**config.mk**
```make
export PLATFORM = sky130hd
export DESIGN_NAME = sleep_mode_controller
export DESIGN_NICKNAME = d
export VERILOG_FILES = /design/src/design/smc_pkg.sv /design/src/design/smc_wake_if.sv /design/src/design/smc_wake_filter.sv /design/src/design/sleep_mode_controller.sv
export VERILOG_INCLUDE_DIRS = /design/src /design/src/design
export SDC_FILE = /design/constraint.sdc
export NUM_CORES = 1
export LEC_CHECK = 0
export ABC_AREA = 1
export ABC_CLOCK_PERIOD_IN_PS = 1700
export BUFFER_PORTS_ARGS = -buffer_cell sky130_fd_sc_hd__clkbuf_2
export CORE_AREA = 2 2 66 130
export DETAILED_ROUTE_END_ITERATION = 6
export DIE_AREA = 0 0 68 132
export PLACE_DENSITY = 0.73
export SYNTH_ARGS = -nofsm -noshare
export SYNTH_HDL_FRONTEND = slang
export SYNTH_SLANG_ARGS = --single-unit
```
**constraint.sdc**
```tcl
create_clock -name aclk -period 1.7 [get_ports aclk]
set_clock_uncertainty 0.05 [all_clocks]
set_input_delay 0.085 -clock aclk [delete_from_list [all_inputs] [get_ports aclk]]
set_output_delay 0.085 -clock aclk [all_outputs]
set_load 0.05 [all_outputs]
```
**src/design/smc_cfg.svh**
```systemverilog
`ifndef SMC_CFG_SVH
`define SMC_CFG_SVH
`define SMC_ADDR_W 12
`define SMC_IDX_W 10
`define SMC_POWER_CONTROL_IDX 10'h087
`define SMC_STAT_IDX 10'h088
`define SMC_POWER_CONTROL_RST 8'h00
`define SMC_POWER_CONTROL_WMASK 8'hdf
`define SMC_BIT_LIGHT 0
`define SMC_BIT_DEEP 1
`define SMC_STAT_ID_LSB 4
`define SMC_STAT_RST_BIT 8
`define SMC_DEEP_WAKE_MASK 8'h3f
`define SMC_ID_W 3
`define SMC_RESP_OKAY 2'b00
`define SMC_RESP_SLVERR 2'b10
`endif

```
**src/design/smc_pkg.sv**
```systemverilog
package smc_pkg;
  typedef enum logic [1:0] {SMC_RUN, SMC_LIGHT, SMC_DEEP, SMC_OSC_WAIT} smc_state_t;
endpackage

```
**src/design/smc_wake_if.sv**
```systemverilog
`timescale 1ns/10ps
`include "smc_cfg.svh"
interface smc_wake_if;
  logic light_wake;
  logic deep_wake;
  logic [`SMC_ID_W-1:0] wake_id;
  logic reset_hit;
  logic osc_stable;
  modport filt (output light_wake, output deep_wake, output wake_id, output reset_hit,
    output osc_stable);
  modport ctrl (input light_wake, input deep_wake, input wake_id, input reset_hit,
    input osc_stable);
endinterface

```
**src/design/smc_wake_filter.sv**
```systemverilog
`timescale 1ns/10ps
`include "smc_cfg.svh"
module smc_wake_filter
#(
  parameter int N_IRQ = 8,
  parameter int N_RST = 4
)
(
  input wire logic aclk,
  input wire logic aresetn,
  input wire logic [N_IRQ-1:0] irq_req,
  input wire logic [N_IRQ-1:0] irq_en,
  input wire logic [N_RST-1:0] reset_src,
  input wire logic osc_stable,
  smc_wake_if.filt w
);
  localparam logic [7:0] DEEP_MASK = `SMC_DEEP_WAKE_MASK;
  logic [N_IRQ-1:0] irq_s1, irq_s2, next_irq_s1, next_irq_s2;
  logic [N_RST-1:0] rst_s1, rst_s2, next_rst_s1, next_rst_s2;
  logic osc_s1, osc_s2, next_osc_s1, next_osc_s2;
  logic [N_IRQ-1:0] pend;
  logic [N_IRQ-1:0] deep_ok;
  logic [`SMC_ID_W-1:0] id;

  if (N_IRQ < 6 || N_IRQ > 8)
  begin : g_bad_irq
    $error("N_IRQ must lie between 6 and 8");
  end
  if (N_RST < 1)
  begin : g_bad_rst
    $error("N_RST must be at least 1");
  end

  always_comb
  begin
    next_irq_s1 = irq_req;
    next_irq_s2 = irq_s1;
    next_rst_s1 = reset_src;
    next_rst_s2 = rst_s1;
    next_osc_s1 = osc_stable;
    next_osc_s2 = osc_s1;
  end

  always_ff @(posedge aclk)
  begin
    if (!aresetn)
    begin
      irq_s1 <= '0;
      irq_s2 <= '0;
      rst_s1 <= '0;
      rst_s2 <= '0;
      osc_s1 <= 1'b0;
      osc_s2 <= 1'b0;
    end
    else
    begin
      irq_s1 <= next_irq_s1;
      irq_s2 <= next_irq_s2;
      rst_s1 <= next_rst_s1;
      rst_s2 <= next_rst_s2;
      osc_s1 <= next_osc_s1;
      osc_s2 <= next_osc_s2;
    end
  end

  genvar i;
  for (i = 0; i < N_IRQ; i++)
  begin : g_src
    assign pend[i] = irq_s2[i] & irq_en[i];
    assign deep_ok[i] = pend[i] & DEEP_MASK[i];
  end

  // lowest index wins, so the external pins outrank the rest
  always_comb
  begin
    id = '0;
    for (int k = N_IRQ - 1; k >= 0; k--)
    begin
      if (pend[k])
      begin
        id = k[`SMC_ID_W-1:0];
      end
    end
  end

  assign w.light_wake = |pend;
  assign w.deep_wake = |deep_ok;
  assign w.wake_id = id;
  assign w.reset_hit = |rst_s2;
  assign w.osc_stable = osc_s2;
endmodule

```
**src/design/sleep_mode_controller.sv**
```systemverilog
// Design decision made here: the AXI4-Lite interface to the registers.
`timescale 1ns/10ps
`include "smc_cfg.svh"
module sleep_mode_controller
#(
  parameter int N_IRQ = 8,
  parameter int N_RST = 4
)
(
  input wire logic aclk,
  input wire logic aresetn,
  input wire logic [`SMC_ADDR_W-1:0] s_axi_awaddr,
  input wire logic s_axi_awvalid,
  output logic s_axi_awready,
  input wire logic [31:0] s_axi_wdata,
  input wire logic [3:0] s_axi_wstrb,
  input wire logic s_axi_wvalid,
  output logic s_axi_wready,
  output logic [1:0] s_axi_bresp,
  output logic s_axi_bvalid,
  input wire logic s_axi_bready,
  input wire logic [`SMC_ADDR_W-1:0] s_axi_araddr,
  input wire logic s_axi_arvalid,
  output logic s_axi_arready,
  output logic [31:0] s_axi_rdata,
  output logic [1:0] s_axi_rresp,
  output logic s_axi_rvalid,
  input wire logic s_axi_rready,
  input wire logic [N_IRQ-1:0] irq_req,
  input wire logic [N_IRQ-1:0] irq_en,
  input wire logic [N_RST-1:0] reset_src,
  input wire logic osc_stable,
  output smc_pkg::smc_state_t power_state,
  output logic cpu_clk_en,
  output logic periph_clk_en,
  output logic fetch_hold,
  output logic port_hold,
  output logic osc_enable,
  output logic flash_stop,
  output logic ram_retain,
  output logic wake_irq,
  output logic [`SMC_ID_W-1:0] wake_irq_id,
  output logic cpu_restart
);
  import smc_pkg::*;

  smc_wake_if wk();

  smc_wake_filter #(.N_IRQ(N_IRQ), .N_RST(N_RST)) u_filt
  (
    .aclk(aclk),
    .aresetn(aresetn),
    .irq_req(irq_req),
    .irq_en(irq_en),
    .reset_src(reset_src),
    .osc_stable(osc_stable),
    .w(wk.filt)
  );

  // bus slave: one write and one read in flight at most
  logic aw_held, next_aw_held, w_held, next_w_held;
  logic [`SMC_IDX_W-1:0] aw_idx, next_aw_idx;
  logic [7:0] wbyte, next_wbyte;
  logic wlane, next_wlane;
  logic bvalid, next_bvalid;
  logic [1:0] bresp, next_bresp;
  logic rvalid, next_rvalid;
  logic [1:0] rresp, next_rresp;
  logic [31:0] rdata, next_rdata;
  logic wr_fire;
  logic wr_power_control;
  logic [`SMC_IDX_W-1:0] ar_idx;

  assign s_axi_awready = !aw_held && !bvalid;
  assign s_axi_wready = !w_held && !bvalid;
  assign s_axi_arready = !rvalid;
  assign s_axi_bvalid = bvalid;
  assign s_axi_bresp = bresp;
  assign s_axi_rvalid = rvalid;
  assign s_axi_rresp = rresp;
  assign s_axi_rdata = rdata;
  assign ar_idx = s_axi_araddr[`SMC_ADDR_W-1:2];
  assign wr_fire = aw_held && w_held && !bvalid;

  // control state
  smc_state_t state, next_state;
  logic [7:0] power_control, next_power_control;
  logic [`SMC_ID_W-1:0] last_id, next_last_id;
  logic rst_woke, next_rst_woke;
  logic next_wake_irq, next_cpu_restart;
  // sleep requests only count while the core runs; a stopped core writes nothing
  assign wr_power_control = wr_fire && wlane && aw_idx == `SMC_POWER_CONTROL_IDX && state == SMC_RUN;

  always_comb
  begin
    next_aw_held = aw_held;
    next_aw_idx = aw_idx;
    next_w_held = w_held;
    next_wbyte = wbyte;
    next_wlane = wlane;
    next_bvalid = bvalid;
    next_bresp = bresp;
    next_rvalid = rvalid;
    next_rresp = rresp;
    next_rdata = rdata;
    if (s_axi_awvalid && s_axi_awready)
    begin
      next_aw_held = 1'b1;
      next_aw_idx = s_axi_awaddr[`SMC_ADDR_W-1:2];
    end
    if (s_axi_wvalid && s_axi_wready)
    begin
      next_w_held = 1'b1;
      next_wbyte = s_axi_wdata[7:0];
      next_wlane = s_axi_wstrb[0];
    end
    if (wr_fire)
    begin
      next_aw_held = 1'b0;
      next_w_held = 1'b0;
      next_bvalid = 1'b1;
      if (aw_idx == `SMC_POWER_CONTROL_IDX || aw_idx == `SMC_STAT_IDX)
      begin
        next_bresp = `SMC_RESP_OKAY;
      end
      else
      begin
        next_bresp = `SMC_RESP_SLVERR;
      end
    end
    else if (bvalid && s_axi_bready)
    begin
      next_bvalid = 1'b0;
    end
    if (s_axi_arvalid && s_axi_arready)
    begin
      next_rvalid = 1'b1;
      next_rresp = `SMC_RESP_OKAY;
      next_rdata = '0;
      if (ar_idx == `SMC_POWER_CONTROL_IDX)
      begin
        next_rdata[7:0] = power_control;
      end
      else if (ar_idx == `SMC_STAT_IDX)
      begin
        next_rdata[1:0] = state;
        next_rdata[`SMC_STAT_ID_LSB +: `SMC_ID_W] = last_id;
        next_rdata[`SMC_STAT_RST_BIT] = rst_woke;
      end
      else
      begin
        next_rresp = `SMC_RESP_SLVERR;
      end
    end
    else if (rvalid && s_axi_rready)
    begin
      next_rvalid = 1'b0;
    end
  end

  always_ff @(posedge aclk)
  begin
    if (!aresetn)
    begin
      aw_held <= 1'b0;
      aw_idx <= '0;
      w_held <= 1'b0;
      wbyte <= 8'h00;
      wlane <= 1'b0;
      bvalid <= 1'b0;
      bresp <= `SMC_RESP_OKAY;
      rvalid <= 1'b0;
      rresp <= `SMC_RESP_OKAY;
      rdata <= 32'h0000_0000;
    end
    else
    begin
      aw_held <= next_aw_held;
      aw_idx <= next_aw_idx;
      w_held <= next_w_held;
      wbyte <= next_wbyte;
      wlane <= next_wlane;
      bvalid <= next_bvalid;
      bresp <= next_bresp;
      rvalid <= next_rvalid;
      rresp <= next_rresp;
      rdata <= next_rdata;
    end
  end

  always_comb
  begin
    next_state = state;
    next_power_control = power_control;
    next_last_id = last_id;
    next_rst_woke = rst_woke;
    next_wake_irq = 1'b0;
    next_cpu_restart = 1'b0;
    unique case (state)
      SMC_RUN:
      begin
        if (wr_power_control)
        begin
          next_power_control = wbyte & `SMC_POWER_CONTROL_WMASK;
        end
        // deep outranks light when both are requested
        if (next_power_control[`SMC_BIT_DEEP])
        begin
          next_state = SMC_DEEP;
        end
        else if (next_power_control[`SMC_BIT_LIGHT])
        begin
          next_state = SMC_LIGHT;
        end
      end
      SMC_LIGHT:
      begin
        if (wk.reset_hit)
        begin
          next_state = SMC_RUN;
          next_power_control[`SMC_BIT_LIGHT] = 1'b0;
          next_rst_woke = 1'b1;
          next_cpu_restart = 1'b1;
        end
        else if (wk.light_wake)
        begin
          next_state = SMC_RUN;
          next_power_control[`SMC_BIT_LIGHT] = 1'b0;
          next_last_id = wk.wake_id;
          next_rst_woke = 1'b0;
          next_wake_irq = 1'b1;
        end
      end
      SMC_DEEP:
      begin
        // brown-out reset only arrives if software armed the detector
        if (wk.reset_hit)
        begin
          next_state = SMC_RUN;
          next_power_control[`SMC_BIT_DEEP] = 1'b0;
          next_power_control[`SMC_BIT_LIGHT] = 1'b0;
          next_rst_woke = 1'b1;
          next_cpu_restart = 1'b1;
        end
        else if (wk.deep_wake)
        begin
          next_state = SMC_OSC_WAIT;
          next_power_control[`SMC_BIT_DEEP] = 1'b0;
          next_power_control[`SMC_BIT_LIGHT] = 1'b0;
          next_last_id = wk.wake_id;
          next_rst_woke = 1'b0;
        end
      end
      SMC_OSC_WAIT:
      begin
        if (wk.reset_hit)
        begin
          next_state = SMC_RUN;
          next_rst_woke = 1'b1;
          next_cpu_restart = 1'b1;
        end
        else if (wk.osc_stable)
        begin
          next_state = SMC_RUN;
          next_wake_irq = 1'b1;
        end
      end
    endcase
  end

  always_ff @(posedge aclk)
  begin
    if (!aresetn)
    begin
      state <= SMC_RUN;
      power_control <= `SMC_POWER_CONTROL_RST;
      last_id <= '0;
      rst_woke <= 1'b0;
      wake_irq <= 1'b0;
      cpu_restart <= 1'b0;
      cpu_clk_en <= 1'b1;
      periph_clk_en <= 1'b1;
      fetch_hold <= 1'b0;
      port_hold <= 1'b0;
      osc_enable <= 1'b1;
      flash_stop <= 1'b0;
      ram_retain <= 1'b0;
      wake_irq_id <= '0;
    end
    else
    begin
      state <= next_state;
      power_control <= next_power_control;
      last_id <= next_last_id;
      rst_woke <= next_rst_woke;
      wake_irq <= next_wake_irq;
      cpu_restart <= next_cpu_restart;
      cpu_clk_en <= next_state == SMC_RUN;
      periph_clk_en <= next_state == SMC_RUN || next_state == SMC_LIGHT;
      fetch_hold <= next_state != SMC_RUN;
      port_hold <= next_state != SMC_RUN;
      osc_enable <= next_state != SMC_DEEP;
      flash_stop <= next_state == SMC_DEEP || next_state == SMC_OSC_WAIT;
      ram_retain <= next_state == SMC_DEEP || next_state == SMC_OSC_WAIT;
      wake_irq_id <= next_last_id;
    end
  end

  assign power_state = state;
endmodule

```
==> flow_metrics.env <==
export IMPL_status="finished, final reports clean"
export IMPL_drtAntennaViolNets=0
export IMPL_fmax_mhz=624.5
export IMPL_routed_wl_met3_um=265
export IMPL_yosysWarnings=0
export IMPL_cts_buffers=9
export IMPL_final_cell_mix="86 x nand2_1, 85 x clkbuf_2, 75 x dfxtp_1"
export IMPL_cp_slowest_stage_delay_ps=340
export IMPL_grt_pass1_wl_mm=13.07
export IMPL_layout_nets=661
export IMPL_cts_buffer_depth=2
export IMPL_ys_types=33
export IMPL_synthTopCellsByArea="dfxtp_1 45%, nand2_1 9.8%, inv_1 6.7%"
export IMPL_cap_violations=0
export IMPL_synth_area_per_cell_um2=7.627
export IMPL_synth_area_leader_cell="dfxtp_1"
export IMPL_route_vias_total=3068
export IMPL_grt_use_total_pct=19.10
export IMPL_io_buffers=85
export IMPL_path_buf_inv=2
export IMPL_min_period_ps=1601
export IMPL_syn2layout_area_growth_pct=30.77
export IMPL_detail_route_iter0_violations=174
export IMPL_die_y_um=132
export IMPL_gp_congestion=0.9000
export IMPL_rsz0062_at_grt="true"
export IMPL_power_density_nw_per_um2=1031
export IMPL_p_leak_uw=0.002310
export IMPL_floorplan_die_area_um2=8976
export IMPL_placed_cell_area_um2=3924
export IMPL_num_antenna_cells=0
export IMPL_wl_mm=7.915
export IMPL_synth_area_um2=3432
export IMPL_peakVddDrop_v=0.0006856
export IMPL_synth_seq_cells=78
export IMPL_clkSlewWorstSetupHoldPaths_ps=50
export IMPL_fin_crit_sh_pct=94.19
export IMPL_cts_root_buf="clkbuf_16"
export IMPL_antenna_found_initial=0
export IMPL_core_um2=7943
export IMPL_hold_violations=0
export IMPL_m1WireLength_mm=2.726
export IMPL_grt_start_max_net_pins=36
export IMPL_fin_area_um2=4488
export IMPL_place_hpwl_mm=6.091
export IMPL_synth_cells=450
export IMPL_dr_pass1_iters=4
export IMPL_start_util_pct=43.21
export IMPL_dr_max_layer_used="met4"
export IMPL_min_path_type="input port to register"
export IMPL_drv_slew=0
export IMPL_grt_overflow_total=0
export IMPL_rows=46
export IMPL_cp_slowest_cell="dfxtp_4"
export IMPL_path_max_fanout=5
export IMPL_cp_arrival_ps=1770
export IMPL_wire_per_inst_um=11.85
export IMPL_setup_viol_count_final=0
export IMPL_cts_sinks=78
export IMPL_path_delay_family="simple AND/OR/NAND/NOR gates"
export IMPL_utilization_pct=56.51
export IMPL_crit_required_ps=1870
export IMPL_synth_top_area_share_pct=45.50
export IMPL_ctsHtreeMaxLevel=3
export IMPL_clock_latency_ps=330
export IMPL_cts_tree="yes"
export IMPL_drc_errors=0
export IMPL_fp_dieW_um=68
export IMPL_viasPerCell=4.593
export IMPL_cp_start_kind="register"
export IMPL_ys_seq_area_share_pct=45.50
export IMPL_final_common_cell="nand2_1"
export IMPL_crit_type="register to register"
export IMPL_endpoint_kind="register"
export IMPL_wl_met2_mm=4.671
export IMPL_worstPathCellList="inv_2 > ha_2 > nand2_2 > nor2_8 > nand3_4 > nand2_2 > nand3_2 > nand3_2 > nand3_4 > inv_2 > nand2_1"
export IMPL_grt_pass1_vias=2973
export IMPL_drive_above_1_share_pct=27.97
export IMPL_ios=143
[flip-flops by register name (all words and copies together), names as in the netlist, 3 cells and up]
name                flops
aw_idx                 10
last_id                 3
power_control           7
s_axi_rdata             9
u_filt.irq_s1           8
u_filt.irq_s2           8
u_filt.next_rst_s2      4
u_filt.rst_s2           4
wbyte                   7
[stage by stage]
step | total power (uW) | hold slack (ps) | std cells | setup slack [ps] | setup TNS (ps)
2_1_floorplan | 2765 | 132.6 | 474 | 10.29 | 0
3_3_place_gp | 2933 | 216.0 | 628 | 11.43 | 0
3_5_place_dp | 2949 | 220.4 | 628 | 6.245 | 0
4_1_cts | 4667 | 0.7813 | 668 | 12.17 | 0
5_1_grt | 4849 | 21.27 | 668 | -8.632 | -8.632
6_report | 4629 | 4.193 | 668 | 98.69 | 0
[path summary, 6_finish.rpt]
path	startpoint	cells after the start	endpoint	slack (ps)
worst max register to register	power_state[0]	11	osc_enable	100
worst min register to register	u_filt.irq_s1[1]	2	u_filt.irq_s2[1]	360
worst max-delay path	power_state[0]	11	osc_enable	100
worst min-delay path	s_axi_awaddr[10]	3	aw_idx[8]	4
[layout make-up]
cell class / instances / area (um^2)
clock inverters: 2 / 10.01
clock buffers: 13 / 250.2
well taps: 96 / 120.1
inverters: 67 / 255.2
fillers: 739 / 3455
flip-flops and latches: 78 / 1570
repair buffers: 121 / 769.5
multi-input cells: 291 / 1513
[report_power, final]
part	switching (uW)	total [uW]	internal [uW]
Sequential	71.0	2020	1950
Clock	646	1660	1010
Combinational	670	947	276
Total	1390	4630	3240
[kinds of logic after synthesis]
group,count (synthesis),share of synthesized area [%]
and+or+nand+nor,198,27.67
buffers and inverters,105,14.80
DFF,78,45.50
AOI/OAI and AO/OA,63,10.10
adders and majority gates,5,1.823
other,1,0.1093
[routing by layer]
| layer | GRT usage, % | vias up |
|---|---|---|
| met4 | 8.222 | 0 |
| li1 | - | 1587 |
| met3 | 4.953 | 16 |
| met1 | 17.91 | 1400 |
| met2 | 36.14 | 65 |
| met5 | 0 | - |
[synthesized netlist by cell type]
cell and n:
or2_1 1, or2_2 2, clkinv_1 1, conb_1 1
inv_2 5, nor4_2 1, o21ai_0 30, nor2_1 54
o21a_1 1, nand3_4 3, a21oi_2 1, nand2_1 90
a21oi_1 25, o22ai_1 1, clkbuf_1 4, nor2_2 7
nand2_2 3, a31oi_1 1, nor3_1 3, o2111a_1 3
dfxtp_1 78, nor3_2 2, nor2_4 2, nor2_8 1
buf_1 1, nand3_1 18, buf_2 4, o41ai_1 1
nand3_2 7, inv_1 61, ha_1 5, nand4_1 4
buf_4 29
[timing repair]
| item | in CTS | in global routing |
|---|---|---|
| setup endpoints to repair | 3 | 11 |
| setup buffers | 0 | 0 |
| pin swaps | 1 | 5 |
| gates resized for setup | 2 | 14 |
| hold endpoints to repair | 25 | 0 |
| hold buffers | 25 | 0 |
[tightest hold or removal path: stages]
cell and delay [ps]:
clkbuf_2 70, o21ai_0 70, a21oi_1 120
(Power assumes the default switching activity.)
